$ cat config.mk
export PLATFORM = sky130hd
export DESIGN_NAME = ufnif_top
export DESIGN_NICKNAME = d
export VERILOG_FILES = /design/src/rtl/ufnif_pkg.sv /design/src/rtl/ufnif_sticky.sv /design/src/rtl/ufnif_top.sv
export VERILOG_INCLUDE_DIRS = /design/src /design/src/rtl
export SDC_FILE = /design/constraint.sdc
export NUM_CORES = 1
export LEC_CHECK = 0
export BUFFER_PORTS_ARGS = -buffer_cell sky130_fd_sc_hd__buf_4
export CORE_ASPECT_RATIO = 0.5
export CORE_MARGIN = 2
export CORE_UTILIZATION = 37
export DETAILED_ROUTE_END_ITERATION = 8
export GPL_ROUTABILITY_DRIVEN = 0
export GPL_TIMING_DRIVEN = 1
export HOLD_SLACK_MARGIN = 0.03
export PLACE_DENSITY = 0.77
export REMOVE_ABC_BUFFERS = 1
export SYNTH_ARGS = -nofsm -noshare
export SYNTH_HDL_FRONTEND = slang
export SYNTH_SLANG_ARGS = --single-unit
$ cat constraint.sdc
create_clock -name clk -period 1.2 [get_ports clk]
set_clock_uncertainty 0.15 [all_clocks]
set_input_delay 0.06 -clock clk [delete_from_list [all_inputs] [get_ports clk]]
set_output_delay 0.06 -clock clk [all_outputs]
set_load 0.01 [all_outputs]
$ cat src/rtl/ufnif_map.svh
/*
  Register indices, field limits and reset values of the frame number
  and IN endpoint interrupt flag block.
  Assumes 32-bit classic Wishbone, byte address = 4 x register index.
*/
`ifndef UFNIF_MAP_SVH
`define UFNIF_MAP_SVH
// Endpoint flags: endpoint 0 plus IN endpoints 1..3
`define UFNIF_NUM_EP 4
// Frame number width
`define UFNIF_FRAME_W 11
// Top bit of the low frame byte, first bit of the high part
`define UFNIF_FRAME_LOW_MSB 7
`define UFNIF_FRAME_HIGH_LSB 8
// Wishbone address width and word index slice
`define UFNIF_ADR_W 8
`define UFNIF_IDX_LSB 2
// Register indices
`define UFNIF_IDX_IN_FLAGS 6'h02
`define UFNIF_IDX_IN_ENABLE 6'h07
`define UFNIF_IDX_FRAME_LOW 6'h0c
`define UFNIF_IDX_FRAME_HIGH 6'h0d
// Zero padding above narrow fields
`define UFNIF_PAD_EP 28'h0000000
`define UFNIF_PAD_LOW 24'h000000
`define UFNIF_PAD_HIGH 29'h0000000
// Reset values
`define UFNIF_RST_FRAME 11'h000
`define UFNIF_RST_ENABLE 4'h0
`define UFNIF_RST_DATA 32'h00000000
`endif

$ cat src/rtl/ufnif_pkg.sv
/*
  Types shared by the frame number and interrupt flag block.
  Assumes ufnif_map.svh on the include path.
*/
`include "ufnif_map.svh"
package ufnif_pkg;
  // Events from the USB engine, same clock
  typedef struct packed {
    logic sof;
    logic [`UFNIF_FRAME_W-1:0] frame;
    logic [`UFNIF_NUM_EP-1:0] ep_done;
  } ufnif_evt_t;
  // State of the top module, except the flag bank held in u_flags
  typedef struct packed {
    logic ack;
    logic [31:0] dat;
    logic [`UFNIF_FRAME_W-1:0] frame;
    logic [`UFNIF_NUM_EP-1:0] ien;
    logic irq_req;
    logic irq;
  } ufnif_state_t;
endpackage

$ cat src/rtl/ufnif_sticky.sv
/*
  Sticky flag bank: bits set by events, whole bank cleared by one strobe.
  Assumes set and clear come from logic on the same clock.
*/
`timescale 1ns/10ps
`include "ufnif_map.svh"
module ufnif_sticky #(
  parameter int W = `UFNIF_NUM_EP
) (
  input wire logic clk,
  input wire logic nrst,
  input wire logic [W-1:0] set_bits,
  input wire logic clr,
  output logic [W-1:0] flags
);
  // State of the bank
  typedef struct packed {
    logic [W-1:0] bits;
  } ufnif_sticky_t;
  ufnif_sticky_t st;
  ufnif_sticky_t next_st;

  // Clear first, then set, so an event in the clear cycle survives
  always_comb
  begin
    next_st = st;
    if (clr)
    begin
      next_st.bits = {W{1'b0}};
    end
    next_st.bits = next_st.bits | set_bits;
  end

  // Register the bank
  always_ff @(posedge clk)
  begin
    if (!nrst)
    begin
      st <= {W{1'b0}};
    end
    else
    begin
      st <= next_st;
    end
  end

  assign flags = st.bits;
endmodule

$ cat src/rtl/ufnif_top.sv
/*
  Frame number registers and IN endpoint interrupt flags of a USB
  function controller, reached over classic Wishbone (32-bit data).
  Every access is answered one cycle after it is taken.
  Assumes events and the other pending flags come from logic on clk,
  and a master that holds each request until it sees ack.
*/
`timescale 1ns/10ps
`include "ufnif_map.svh"

////////////////////////////////////////////////////////////////////////
// How it works
// - Any pending flag raises the interrupt request
// - Reading flag register returns then clears all but events set in the read cycle
// - Flag writes never set or alter flags
// - Separate enable register, one bit per flag
// - Frame number bits 7..0 at 0x0c
// - Frame bits 10..8 at 0x0d, rest zero
module ufnif_top (
  input wire logic clk,
  input wire logic nrst,
  input wire logic wb_cyc,
  input wire logic wb_stb,
  input wire logic wb_we,
  input wire logic [`UFNIF_ADR_W-1:0] wb_adr,
  input wire logic [3:0] wb_sel,
  input wire logic [31:0] wb_dat_w,
  output logic [31:0] wb_dat_r,
  output logic wb_ack,
  input wire ufnif_pkg::ufnif_evt_t usb_evt,
  input wire logic other_irq_pending,
  output logic usb_irq_req,
  output logic usb_irq
);

  ////////////////////////////////////////////////////////////////////
  // Declarations

  // Registered state
  ufnif_pkg::ufnif_state_t st;
  // Next state
  ufnif_pkg::ufnif_state_t next_st;
  // Current pending flags
  logic [`UFNIF_NUM_EP-1:0] flag_q;
  // Request taken this cycle
  logic req;
  // Read and write qualifiers
  logic rd;
  logic wr;
  // Word index of the access
  logic [`UFNIF_ADR_W-`UFNIF_IDX_LSB-1:0] idx;
  // Register hits
  logic hit_flags;
  logic hit_ien;
  logic hit_low;
  logic hit_high;
  // Read of the flag register: clears the bank
  logic rd_flags;
  // Any request source pending
  logic any_pend;
  // Any enabled source pending
  logic any_en_pend;

  ////////////////////////////////////////////////////////////////////
  // Bus decode

  // A request is taken once; ack blocks a second take
  // Without the gate a held request would be taken twice
  assign req = wb_cyc && wb_stb && !st.ack;
  // Direction of the taken request
  assign rd = req && !wb_we;
  assign wr = req && wb_we;
  // Word index from the byte address
  // Low two address bits pick bytes and are ignored
  assign idx = wb_adr[`UFNIF_ADR_W-1:`UFNIF_IDX_LSB];
  // Which register is addressed
  assign hit_flags = (idx == `UFNIF_IDX_IN_FLAGS);
  assign hit_ien = (idx == `UFNIF_IDX_IN_ENABLE);
  assign hit_low = (idx == `UFNIF_IDX_FRAME_LOW);
  assign hit_high = (idx == `UFNIF_IDX_FRAME_HIGH);
  // Read of the flags clears them
  assign rd_flags = rd && hit_flags;

  ////////////////////////////////////////////////////////////////////
  // Pending flags

  // Sticky bank; only engine events set, only a read clears
  // Set wins when an event meets the clearing read
  ufnif_sticky #(
    .W(`UFNIF_NUM_EP)
  ) u_flags (
    .clk(clk),
    .nrst(nrst),
    .set_bits(usb_evt.ep_done),
    .clr(rd_flags),
    .flags(flag_q)
  );

  // Request sources
  assign any_pend = (|flag_q) || other_irq_pending;
  // Enabled sources only
  // Other sources arrive already enabled
  assign any_en_pend = (|(flag_q & st.ien)) || other_irq_pending;

  ////////////////////////////////////////////////////////////////////
  // Next state

  // Bus answer, registers and interrupt outputs
  always_comb
  begin
    next_st = st;
    // One-cycle ack for every taken request
    next_st.ack = req;
    // Read data returns to zero when idle
    // Keeps stale data off the bus
    next_st.dat = `UFNIF_RST_DATA;
    if (rd)
    begin
      // Read mux; unmapped words read zero
      // Hits are exclusive, so order is free
      case (1'b1)
        hit_flags:
        begin
          // Contents before the clear
          next_st.dat = {`UFNIF_PAD_EP, flag_q};
        end
        hit_ien:
        begin
          // Enable bits
          next_st.dat = {`UFNIF_PAD_EP, st.ien};
        end
        hit_low:
        begin
          // Low frame byte
          next_st.dat = {`UFNIF_PAD_LOW,
            st.frame[`UFNIF_FRAME_LOW_MSB:0]};
        end
        hit_high:
        begin
          // High frame bits, upper bits zero
          next_st.dat = {`UFNIF_PAD_HIGH,
            st.frame[`UFNIF_FRAME_W-1:`UFNIF_FRAME_HIGH_LSB]};
        end
        default:
        begin
          // Unmapped word
          next_st.dat = `UFNIF_RST_DATA;
        end
      endcase
    end
    // Only the enable register takes writes; flags ignore them
    if (wr && hit_ien && wb_sel[0])
    begin
      next_st.ien = wb_dat_w[`UFNIF_NUM_EP-1:0];
    end
    // Frame number latched on each start of frame
    // Held unchanged between starts of frame
    if (usb_evt.sof)
    begin
      next_st.frame = usb_evt.frame;
    end
    // Raw request, any flag
    next_st.irq_req = any_pend;
    // Level interrupt, enabled flags only
    next_st.irq = any_en_pend;
  end

  ////////////////////////////////////////////////////////////////////
  // State register

  // Synchronous reset to defined values
  // Reset branch assigns constants only
  always_ff @(posedge clk)
  begin
    if (!nrst)
    begin
      st.ack <= 1'b0;
      st.dat <= `UFNIF_RST_DATA;
      st.frame <= `UFNIF_RST_FRAME;
      st.ien <= `UFNIF_RST_ENABLE;
      st.irq_req <= 1'b0;
      st.irq <= 1'b0;
    end
    else
    begin
      st <= next_st;
    end
  end

  ////////////////////////////////////////////////////////////////////
  // Outputs, all straight from flops
  // No gate sits between a flop and its pin

  // Bus answer
  assign wb_ack = st.ack;
  // Read data
  assign wb_dat_r = st.dat;
  // Raw combined request
  assign usb_irq_req = st.irq_req;
  // Enabled interrupt
  assign usb_irq = st.irq;

  ////////////////////////////////////////////////////////////////////
  // Checks

  // Helper: low frame byte
  logic [`UFNIF_FRAME_LOW_MSB:0] frame_lo;
  // Helper: high frame bits
  logic [`UFNIF_FRAME_W-`UFNIF_FRAME_HIGH_LSB-1:0] frame_hi;
  assign frame_lo = st.frame[`UFNIF_FRAME_LOW_MSB:0];
  assign frame_hi = st.frame[`UFNIF_FRAME_W-1:`UFNIF_FRAME_HIGH_LSB];
  // Helper: access hits a mapped word
  logic hit_any;
  assign hit_any = hit_flags || hit_ien || hit_low || hit_high;
endmodule

==> metrics.log, run 1 <==
[metrics] result of the run: finished, violations left
[metrics] violations in the final reports: setup timing
[metrics] Data arrival, critical path: 1460 ps
[metrics] Layout Utilization: 0.570
[metrics] count of endpoints failing setup in the final report: 16
[metrics] category of the most critical setup path: input port to register
[metrics] latest clock arrival within the worst-skew pair: 270 ps
[metrics] switching fraction of total power: 0.227
[metrics] combinational group share of total power: 0.160
[metrics] proportion of power drawn by flip-flops and latches: 0.446
[metrics] Detailed Route Iter0 Violations: 125
[metrics] input/output buffers: 43
[metrics] top-count cell post-synth: buf_4
[metrics] number of buffers inserted during clock tree synthesis: 5
[metrics] via count of the first global-routing pass: 1215
[metrics] gr usage total: 0.152
[metrics] drt drc: 0
[metrics] starting density of the core: 0.383
[metrics] post-route non-filler standard cell count: 275
[metrics] largest net degree at the start of global routing: 13
[metrics] area share of the leading cell type in the synthesized netlist: 0.403
[metrics] post-DR vias/cell: 4.49
[metrics] total congestion overflow after global routing: 0
[metrics] Synth area leaders: dfxtp_1 (40%), buf_4 (16%), mux2i_1 (10%)
[metrics] clock transition at the register clock pins on the worst setup and hold paths after CTS: 60 ps
[metrics] antenna violations before repair: 0
[metrics] per-instance average area after synthesis: 9.80 um2
[metrics] drt pass-1 iters: 4
[metrics] share of layout cells above drive strength 1: 0.371
[metrics] maximum root-to-sink buffer count: 2
[metrics] number of antenna repair diodes: 0
[metrics] number of synthesized flops with an enable pin: 0
[metrics] ranking of synthesized cells by instance count: buf_4 (32), dfxtp_1 (30), nor2b_1 (16)
[metrics] ratio of final minimum period to clock period: 1.21
[metrics] Post-DP Area: 1770 um2
[metrics] static power due to leakage: 1.01 nW
[metrics] Warnings, synthesis: 0
[metrics] final setup slack of the worst path: -248 ps
[metrics] peak clock frequency supported by timing: 691 MHz
[metrics] Async S/R FF share, synth: 0
[metrics] ratio of total power to cell area: 1070 nW/um2
[metrics] std cell rows: 16
[metrics] smallest hold slack: 78.4 ps
[metrics] sequential-to-total area share from yosys stat: 0.403
[metrics] Min-Delay Path Class: input port to register
[metrics] cell internal pwr: 1.83 mW
[metrics] Max Slew Vio Count: 0
[metrics] net total in the final layout: 286
[metrics] Worst R2R Path Depth: 4
[metrics] area of the core: 3880 um2
[metrics] Overall Power: 2.36 mW
[metrics] maximum fanout encountered on the critical timing path: 2
[metrics] minimum clock period: 1450 ps
[metrics] startpoint kind of the worst setup timing path: input port
[metrics] final WL: 3780 um
[metrics] maximum VDD drop: 0.000401 V
[metrics] count of mapped cells out of synthesis: 152
[metrics] unrepaired setup endpoints after global routing: yes
[metrics] I/O pin total: 101
[metrics] antenna-violating nets left: 0
[metrics] required time of the worst setup path: 1210 ps
[metrics] combined area of all synthesized cells: 1490 um2
[metrics] relative area change from synthesis to final layout: 48.7%
[metrics] Worst Hold Depth: 3
[metrics] TritonCTS clock tree: done
[metrics] post-synth top area cell: dfxtp_1
[metrics] clock power share: 0.393
[metrics] Post-Place Cells: 244
[metrics] hold violation count in the final report: 0
[metrics] clock root buffer master: clkbuf_8
[metrics] per-cell routed wire length: 13.7 um
[metrics] DR vias: 1236
[metrics] clock sinks: 30
[metrics] Vert. Die Dim: 48.9 um
[metrics] number of distinct library cells after synthesis: 30
[metrics] global-route wire length before repair: 5450 um
[metrics] synthesis-stage register bit count: 30
[metrics] width of the chip: 93.7 um
[metrics] hpwl dp: 2290 um
[metrics] power spent charging and discharging nets: 0.535 mW
[metrics] area of the die: 4580 um2
[metrics] H-tree lvl count: 2
[metrics] Max-Cap Viols: 0
[metrics] finished layout cell area: 2210 um2
[metrics] Critical Path Sink Type: register
[metrics] most common flop cell mapped by yosys: dfxtp_1
## per-layer routing
| metal | vias up | track usage | wire (um) |
|---|---|---|---|
| li1 | 595 | - | - |
| met1 | 579 | 0.185 | 1660 |
| met2 | 58 | 0.262 | 1820 |
| met3 | 4 | 0.0355 | 264 |
| met4 | 0 | 0.0580 | 35 |
| met5 | - | 0 | 0 |
## metrics by stage
step | setup slack (ps) | TNS [ps]
after floorplan | -261 | -1510
after global placement | -227 | -2230
after detailed placement | -293 | -2800
after CTS | -183 | -1920
after global routing | -262 | -2920
final | -248 | -2080
## critical path: stages
cell           delay, ps
buf_4                110
dlygate4sd3_1        570
or4_1                520
o21a_1               190
## registers in the layout, summed over array words and instances, names as in the netlist
name	cells
usb_irq	1
frame_hi	3
wb_ack	1
usb_irq_req	1
wb_dat_r	8
frame_lo	8
st	4
u_flags.flags	4
## placed cells by master (no fill, tap or decap), drive strengths merged, types with 2 or more instances in the layout
cell / Yosys / layout
dlygate4sd3: 0 / 22
nor2b: 16 / 16
conb: 1 / 24
a31oi: 4 / 4
and2: 7 / 7
nor3b: 2 / 2
nor2: 10 / 10
clkbuf: 2 / 8
nor3: 3 / 3
mux2: 3 / 3
a221oi: 3 / 3
o21ai: 4 / 4
mux2i: 15 / 15
dfxtp: 30 / 30
and3b: 3 / 3
buf: 37 / 55
## area by class of cell
class | instances | area (um2)
Clock buffer | 8 | 110
Fill cell | 305 | 1670
Inverter | 1 | 3.75
Multi-Input combinational cell | 105 | 773
Sequential cell | 30 | 603
Tap cell | 54 | 67.6
Timing Repair Buffer | 77 | 657
## power by group through the flow
stage	clock network (mW)	logic, mW	registers (mW)
2_1_floorplan	0	0.115	1.07
3_3_place_gp	0	0.277	1.07
3_5_place_dp	0	0.283	1.07
4_1_cts	0.936	0.349	1.05
5_1_grt	0.993	0.407	1.06
6_report	0.929	0.378	1.05
## cell families after synthesis
| family | share of synthesized area |
|---|---|
| mux | 0.124 |
| simple gates | 0.193 |
| other cells | 0.00252 |
| compound gates | 0.0790 |
| buf+inv | 0.198 |
| flops | 0.403 |
## final timing paths
check	startpoint	endpoint	slack [ps]
max	other_irq_pending	usb_irq_req	-250
min	usb_evt[15]	frame_hi[2]	80
max reg2reg	wb_ack	st[2]	-200
min reg2reg	frame_lo[6]	wb_dat_r[6]	310
## repair_timing
action / CTS / global route
hold buffers: 22 / 1
resized for setup: 10 / 13
endpoints found under the setup margin: 14 / 18
hold endpoints to repair: 22 / 2
buffers inserted: 1 / 0
pin swaps: 7 / 12
(Power assumes the default switching activity.)
==> inputs of run 2 (changes only) <==
--- a/config.mk
+++ b/config.mk
@@ -17,4 +17,5 @@
 export PLACE_DENSITY = 0.77
 export REMOVE_ABC_BUFFERS = 1
+export SLEW_MARGIN = 20
 export SYNTH_ARGS = -nofsm -noshare
 export SYNTH_HDL_FRONTEND = slang
==> constraint.sdc (replaced) <==
create_clock -name clk -period 1.2 [get_ports clk]
set_clock_uncertainty 0.15 [all_clocks]
set_input_delay 0.3 -clock clk [delete_from_list [all_inputs] [get_ports clk]]
set_output_delay 0.3 -clock clk [all_outputs]
set_load 0.01 [all_outputs]
==> run 2 against run 1 <==
  * The flow still finishes with violations (setup timing)
  * Clock power rose by 11%
  * Global-route usage fell by 1.2 points
  * Wire length fell by 12%
  * Sequential share of layout area rose by 3.1 points
  * Die area did not move
  * Largest power group unchanged
  * Critical path depth did not move
  * Core utilization fell by 5.4 points
  * Design area fell by 9.4%
  * Critical endpoint is now st[3]
  * First-iteration DRC count fell by 8.0%
  * Setup slack improved by 89 ps
==> metrics.log, run 2 (synthesis results as in run 1) <==
[metrics] result of the run: finished, violations left
[metrics] violations in the final reports: setup timing
[metrics] clock sinks: 30
[metrics] register area: 608 um2
[metrics] antenna violations before repair: 0
[metrics] minimum clock period: 1360 ps
[metrics] clock transition at the register clock pins on the worst setup and hold paths after CTS: 70 ps
[metrics] Data arrival, critical path: 1390 ps
[metrics] worst reg2reg path startpoint: wb_ack
[metrics] count of endpoints failing setup in the final report: 20
[metrics] endpoint of the worst register-to-register path: st[3]
[metrics] Max Slew Vio Count: 0
[metrics] peak clock frequency supported by timing: 736 MHz
[metrics] H-tree lvl count: 2
[metrics] I/O pin total: 101
[metrics] Worst R2R Path Depth: 4
[metrics] net total in the final layout: 267
[metrics] ratio of total power to cell area: 1190 nW/um2
[metrics] number of inserted filler cells in the final layout: 338
[metrics] static power due to leakage: 0.914 nW
[metrics] number of antenna repair diodes: 0
[metrics] Detailed Route Iter0 Violations: 115
[metrics] ratio of final minimum period to clock period: 1.13
[metrics] Reg2Reg Setup Slack: -160 ps
[metrics] share of layout cells above drive strength 1: 0.446
[metrics] post-DR vias/cell: 4.59
[metrics] relative area change from synthesis to final layout: 34.7%
[metrics] drt pass-1 iters: 5
[metrics] area of the die: 4580 um2
[metrics] Min-Delay Path Class: input port to register
[metrics] global-route wire length before repair: 4860 um
[metrics] startpoint kind of the worst setup timing path: register
[metrics] largest net degree at the start of global routing: 15
[metrics] Worst Min Path Start: usb_evt[8]
[metrics] maximum root-to-sink buffer count: 2
[metrics] DR vias: 1175
[metrics] Critical Path Sink Type: register
[metrics] latest clock arrival within the worst-skew pair: 290 ps
[metrics] final setup slack of the worst path: -159 ps
[metrics] Max-Cap Viols: 0
[metrics] smallest hold slack: 115 ps
[metrics] most frequent cells in the layout: buf_4 (50), conb_1 (24), dfxtp_1 (24)
[metrics] Layout Utilization: 0.516
[metrics] maximum fanout encountered on the critical timing path: 4
[metrics] via count of the first global-routing pass: 1089
[metrics] TritonCTS clock tree: done
[metrics] hold-fix buffers at CTS: 0
[metrics] maximum VDD drop: 0.000406 V
[metrics] starting density of the core: 0.383
[metrics] width of the chip: 93.7 um
[metrics] required time of the worst setup path: 1230 ps
[metrics] Vert. Die Dim: 48.9 um
[metrics] drt drc: 0
[metrics] hold-critical path endpoint: frame_lo[4]
[metrics] leading cell type in the layout, fill and taps excluded: buf_4
[metrics] per-cell routed wire length: 13.0 um
[metrics] antenna-violating nets left: 0
[metrics] number of buffers inserted during clock tree synthesis: 5
[metrics] input/output buffers: 43
[metrics] hpwl dp: 2290 um
[metrics] clock root buffer master: clkbuf_8
[metrics] total congestion overflow after global routing: 0
[metrics] unrepaired setup endpoints after global routing: yes
[metrics] area occupied by multi-input gates: 747 um2
[metrics] Worst Hold Depth: 3
[metrics] area of the core: 3880 um2
[metrics] gr usage total: 0.140
[metrics] hold violation count in the final report: 0
[metrics] category of the most critical setup path: register to register
[metrics] std cell rows: 16
[metrics] final WL: 3320 um
[run 2: worst max-delay path by stage]
stage | start | end | slack [ps] | depth (start not counted)
floorplan | wb_ack | st[2] | -260 | 4
global placement | wb_stb | st[3] | -320 | 5
detailed placement | wb_adr[7] | wb_dat_r[4] | -340 | 5
CTS | wb_ack | st[3] | -150 | 4
global route | wb_ack | st[3] | -200 | 4
finish | wb_ack | st[3] | -160 | 4
[run 2: power by group]
part           switching (mW)  total, mW  internal, mW  leakage (nW)
sequential             0.0190       1.05          1.03         0.249
clock                   0.412       1.03         0.617        0.0504
combinational           0.145      0.315         0.170         0.615
total                   0.576       2.40          1.82         0.914
[run 2: final cells by class]
type	count	share of cell area
clock buffer	5	0.0343
clock inverter	3	0.0225
inverter	1	0.00187
multi-input combinational	105	0.372
sequential	30	0.303
tap	54	0.0337
timing repair buffer	58	0.232
[run 2: worst max-delay path, cell delays in order (launching register included)]
cell	delay [ps]
dfxtp_2	320
and3b_2	260
and4_4	280
mux2i_1	190
nor2b_1	60
[run 2: stage by stage]
step,setup TNS [ps],worst slack (ps),power [mW],instance area [um2],std cells
5_1_grt,-2470,-196,2.49,2010,256
4_1_cts,-1320,-154,2.40,1940,255
2_1_floorplan,-1720,-261,1.19,1280,136
3_5_place_dp,-4950,-344,1.35,1770,246
3_3_place_gp,-4480,-319,1.35,1770,246
6_report,-1630,-159,2.40,2010,256
[run 2: what timing repair did]
item,in CTS,in global routing
setup endpoints to repair,15,23
setup buffers,1,1
pin swaps,3,5
resized for setup,12,17
[run 2: metal layers]
metal | global-route usage | wire length [um] | vias to the layer above | share of wire
met1 | 0.153 | 1250 | 529 | 0.38
met3 | 0.0433 | 337 | 15 | 0.10
li1 | - | - | 558 | -
met2 | 0.248 | 1620 | 73 | 0.49
met5 | 0 | 0 | - | 0
met4 | 0.0725 | 112 | 0 | 0.034
==> inputs of run 3 (changes only) <==
Settings changed: BUFFER_PORTS_ARGS -buffer_cell sky130_fd_sc_hd__buf_4 to -buffer_cell sky130_fd_sc_hd__buf_2.
==> run 3 against run 2 <==
  * The run still ends with setup timing left
  * Combinational power shrank 13%
  * Setup slack lost 53 ps
  * First-iteration DRC count is 4.3% higher
  * Sequential share of layout area up 2.1 points
  * Via count decreased by 2.2%
  * Core utilization is 3.5 points lower
  * Critical path depth is the same
  * Final cell count did not move
  * Clock-buffer cell count is the same
  * Critical endpoint unchanged
  * Largest power group unchanged
==> metrics.log, run 3 (synthesis results as in run 1) <==
[metrics] via count of the first global-routing pass: 1090
[metrics] Max-Cap Viols: 0
[metrics] peak clock frequency supported by timing: 708 MHz
[metrics] cell at the slowest stage of the critical path: dfxtp_1
[metrics] Setup TNS Final: -1980 ps
[metrics] cell internal pwr: 1.78 mW
[metrics] ratio of total power to cell area: 1240 nW/um2
[metrics] input/output buffers: 43
[metrics] area of the die: 4580 um2
[metrics] Reg2Reg Setup Slack: -210 ps
[metrics] Vert. Die Dim: 48.9 um
[metrics] required time of the worst setup path: 1220 ps
[metrics] list of cells traversed by the critical path: and3b_2 > and4_4 > mux2i_1 > nor2b_1
[metrics] clock sinks: 30
[metrics] Detailed Route Iter0 Violations: 120
[metrics] maximum root-to-sink buffer count: 2
[metrics] Min-Delay Path Class: input port to register
[metrics] switching fraction of total power: 0.233
[metrics] maximum fanout encountered on the critical timing path: 4
[metrics] Data arrival, critical path: 1430 ps
[metrics] category of the most critical setup path: register to register
[metrics] proportion of power drawn by flip-flops and latches: 0.452
[metrics] power spent charging and discharging nets: 0.543 mW
[metrics] post-route non-filler standard cell count: 256
[metrics] combinational group share of total power: 0.117
[metrics] Post-DP Area: 1660 um2
[metrics] maximum VDD drop: 0.000565 V
[metrics] Worst R2R Path Depth: 4
[metrics] latest clock arrival within the worst-skew pair: 280 ps
[metrics] ratio of final minimum period to clock period: 1.18
[metrics] static power due to leakage: 0.890 nW
[metrics] hold-fix buffers at CTS: 0
[metrics] hpwl dp: 2320 um
[metrics] worst reg2reg path startpoint: wb_ack
[metrics] final setup slack of the worst path: -212 ps
[metrics] number of buffers inserted during clock tree synthesis: 5
[metrics] TritonCTS clock tree: done
[metrics] Post-Place Cells: 245
[metrics] Critical Path Sink Type: register
[metrics] result of the run: finished, violations left
[metrics] clock root buffer master: clkbuf_8
[metrics] number of antenna repair diodes: 0
[metrics] final WL: 3150 um
[metrics] clock transition at the register clock pins on the worst setup and hold paths after CTS: 70 ps
[metrics] antenna-violating nets left: 0
[metrics] hold violation count in the final report: 0
[metrics] endpoint of the worst register-to-register path: st[3]
[metrics] Layout Utilization: 0.482
[metrics] H-tree lvl count: 2
[metrics] largest net degree at the start of global routing: 14
[metrics] starting density of the core: 0.383
[metrics] clock power share: 0.430
[metrics] gr usage total: 0.142
[metrics] violations in the final reports: setup timing
[metrics] critical path startpoint: wb_ack
[metrics] Slowest Stage Delay on Critical Path: 300 ps
[metrics] net total in the final layout: 267
[metrics] count of endpoints failing setup in the final report: 14
[metrics] Critical Path Sink: st[3]
[metrics] I/O pin total: 101
[metrics] finished layout cell area: 1870 um2
[metrics] unrepaired setup endpoints after global routing: yes
[metrics] width of the chip: 93.7 um
[metrics] most frequent cells in the layout: buf_2 (41), dfxtp_1 (26), conb_1 (24)
[metrics] leading cell type in the layout, fill and taps excluded: buf_2
[metrics] antenna violations before repair: 0
[metrics] std cell rows: 16
[metrics] DR vias: 1149
[metrics] minimum clock period: 1410 ps
[metrics] number of inserted filler cells in the final layout: 340
[metrics] relative area change from synthesis to final layout: 25.6%
[metrics] global-route wire length before repair: 5010 um
[metrics] startpoint kind of the worst setup timing path: register
[metrics] post-DR vias/cell: 4.49
[metrics] total congestion overflow after global routing: 0
[metrics] drt pass-1 iters: 4
[metrics] per-cell routed wire length: 12.3 um
[metrics] Max Slew Vio Count: 0
[metrics] drt drc: 0
[metrics] share of layout cells above drive strength 1: 0.421
[metrics] area of the core: 3880 um2
run 3: cell counts in the layout (fill, tap and decap cells not counted):
No cell type changed its count.
run 3: routing by layer:
| metal | global-route usage | vias up | part of all wire |
|---|---|---|---|
| li1 | - | 557 | - |
| met1 | 0.154 | 526 | 0.40 |
| met2 | 0.244 | 62 | 0.50 |
| met3 | 0.0618 | 4 | 0.090 |
| met4 | 0.0604 | 0 | 0.011 |
| met5 | 0 | - | 0 |
run 3: worst min path at each step:
stage                           start     endpoint  slack, ps  cells after the start
final                      usb_evt[5]  frame_lo[1]        130                      3
after global routing      usb_evt[10]  frame_lo[6]        120                      3
after CTS                  usb_evt[5]  frame_lo[1]        120                      3
after detailed placement  frame_lo[7]  wb_dat_r[7]        290                      1
after global placement    frame_lo[5]  wb_dat_r[5]        290                      1
after floorplan                  nrst  usb_irq_req        270                      1
run 3: critical path: cells and delay by family, from the launching register on:
family / cells / cell delay (ps)
and+or+nand+nor: 3 / 620
DFF: 1 / 300
muxes: 1 / 230
run 3: layout make-up:
cell class | count | area [um2] | share of cell area
multi-input combinational | 105 | 732 | 0.391
sequential | 30 | 606 | 0.324
timing repair buffer | 58 | 348 | 0.186
clock buffer | 5 | 68.8 | 0.0368
tap | 54 | 67.6 | 0.0361
clock inverter | 3 | 45.0 | 0.0241
inverter | 1 | 3.75 | 0.00201
run 3: what timing repair did:
| item | CTS | global route |
|---|---|---|
| pin swaps | 5 | 4 |
| cloned | 0 | 0 |
| buffers inserted | 3 | 0 |
| resized for setup | 13 | 8 |
| setup endpoints to repair | 14 | 23 |
run 3: per-stage QoR:
stage | total power [mW] | setup WS [ps] | hold slack [ps]
after floorplan | 1.19 | -261 | 267
after global placement | 1.31 | -301 | 286
after detailed placement | 1.32 | -387 | 288
after CTS | 2.35 | -201 | 121
after global routing | 2.42 | -256 | 118
final | 2.33 | -212 | 126
run 3: power by group through the flow:
stage | Sequential (mW) | Clock (mW) | Combinational, mW
2_1_floorplan | 1.07 | 0 | 0.115
3_3_place_gp | 1.07 | 0 | 0.241
3_5_place_dp | 1.07 | 0 | 0.247
4_1_cts | 1.05 | 1.03 | 0.267
5_1_grt | 1.06 | 1.07 | 0.294
6_report | 1.05 | 1.00 | 0.273
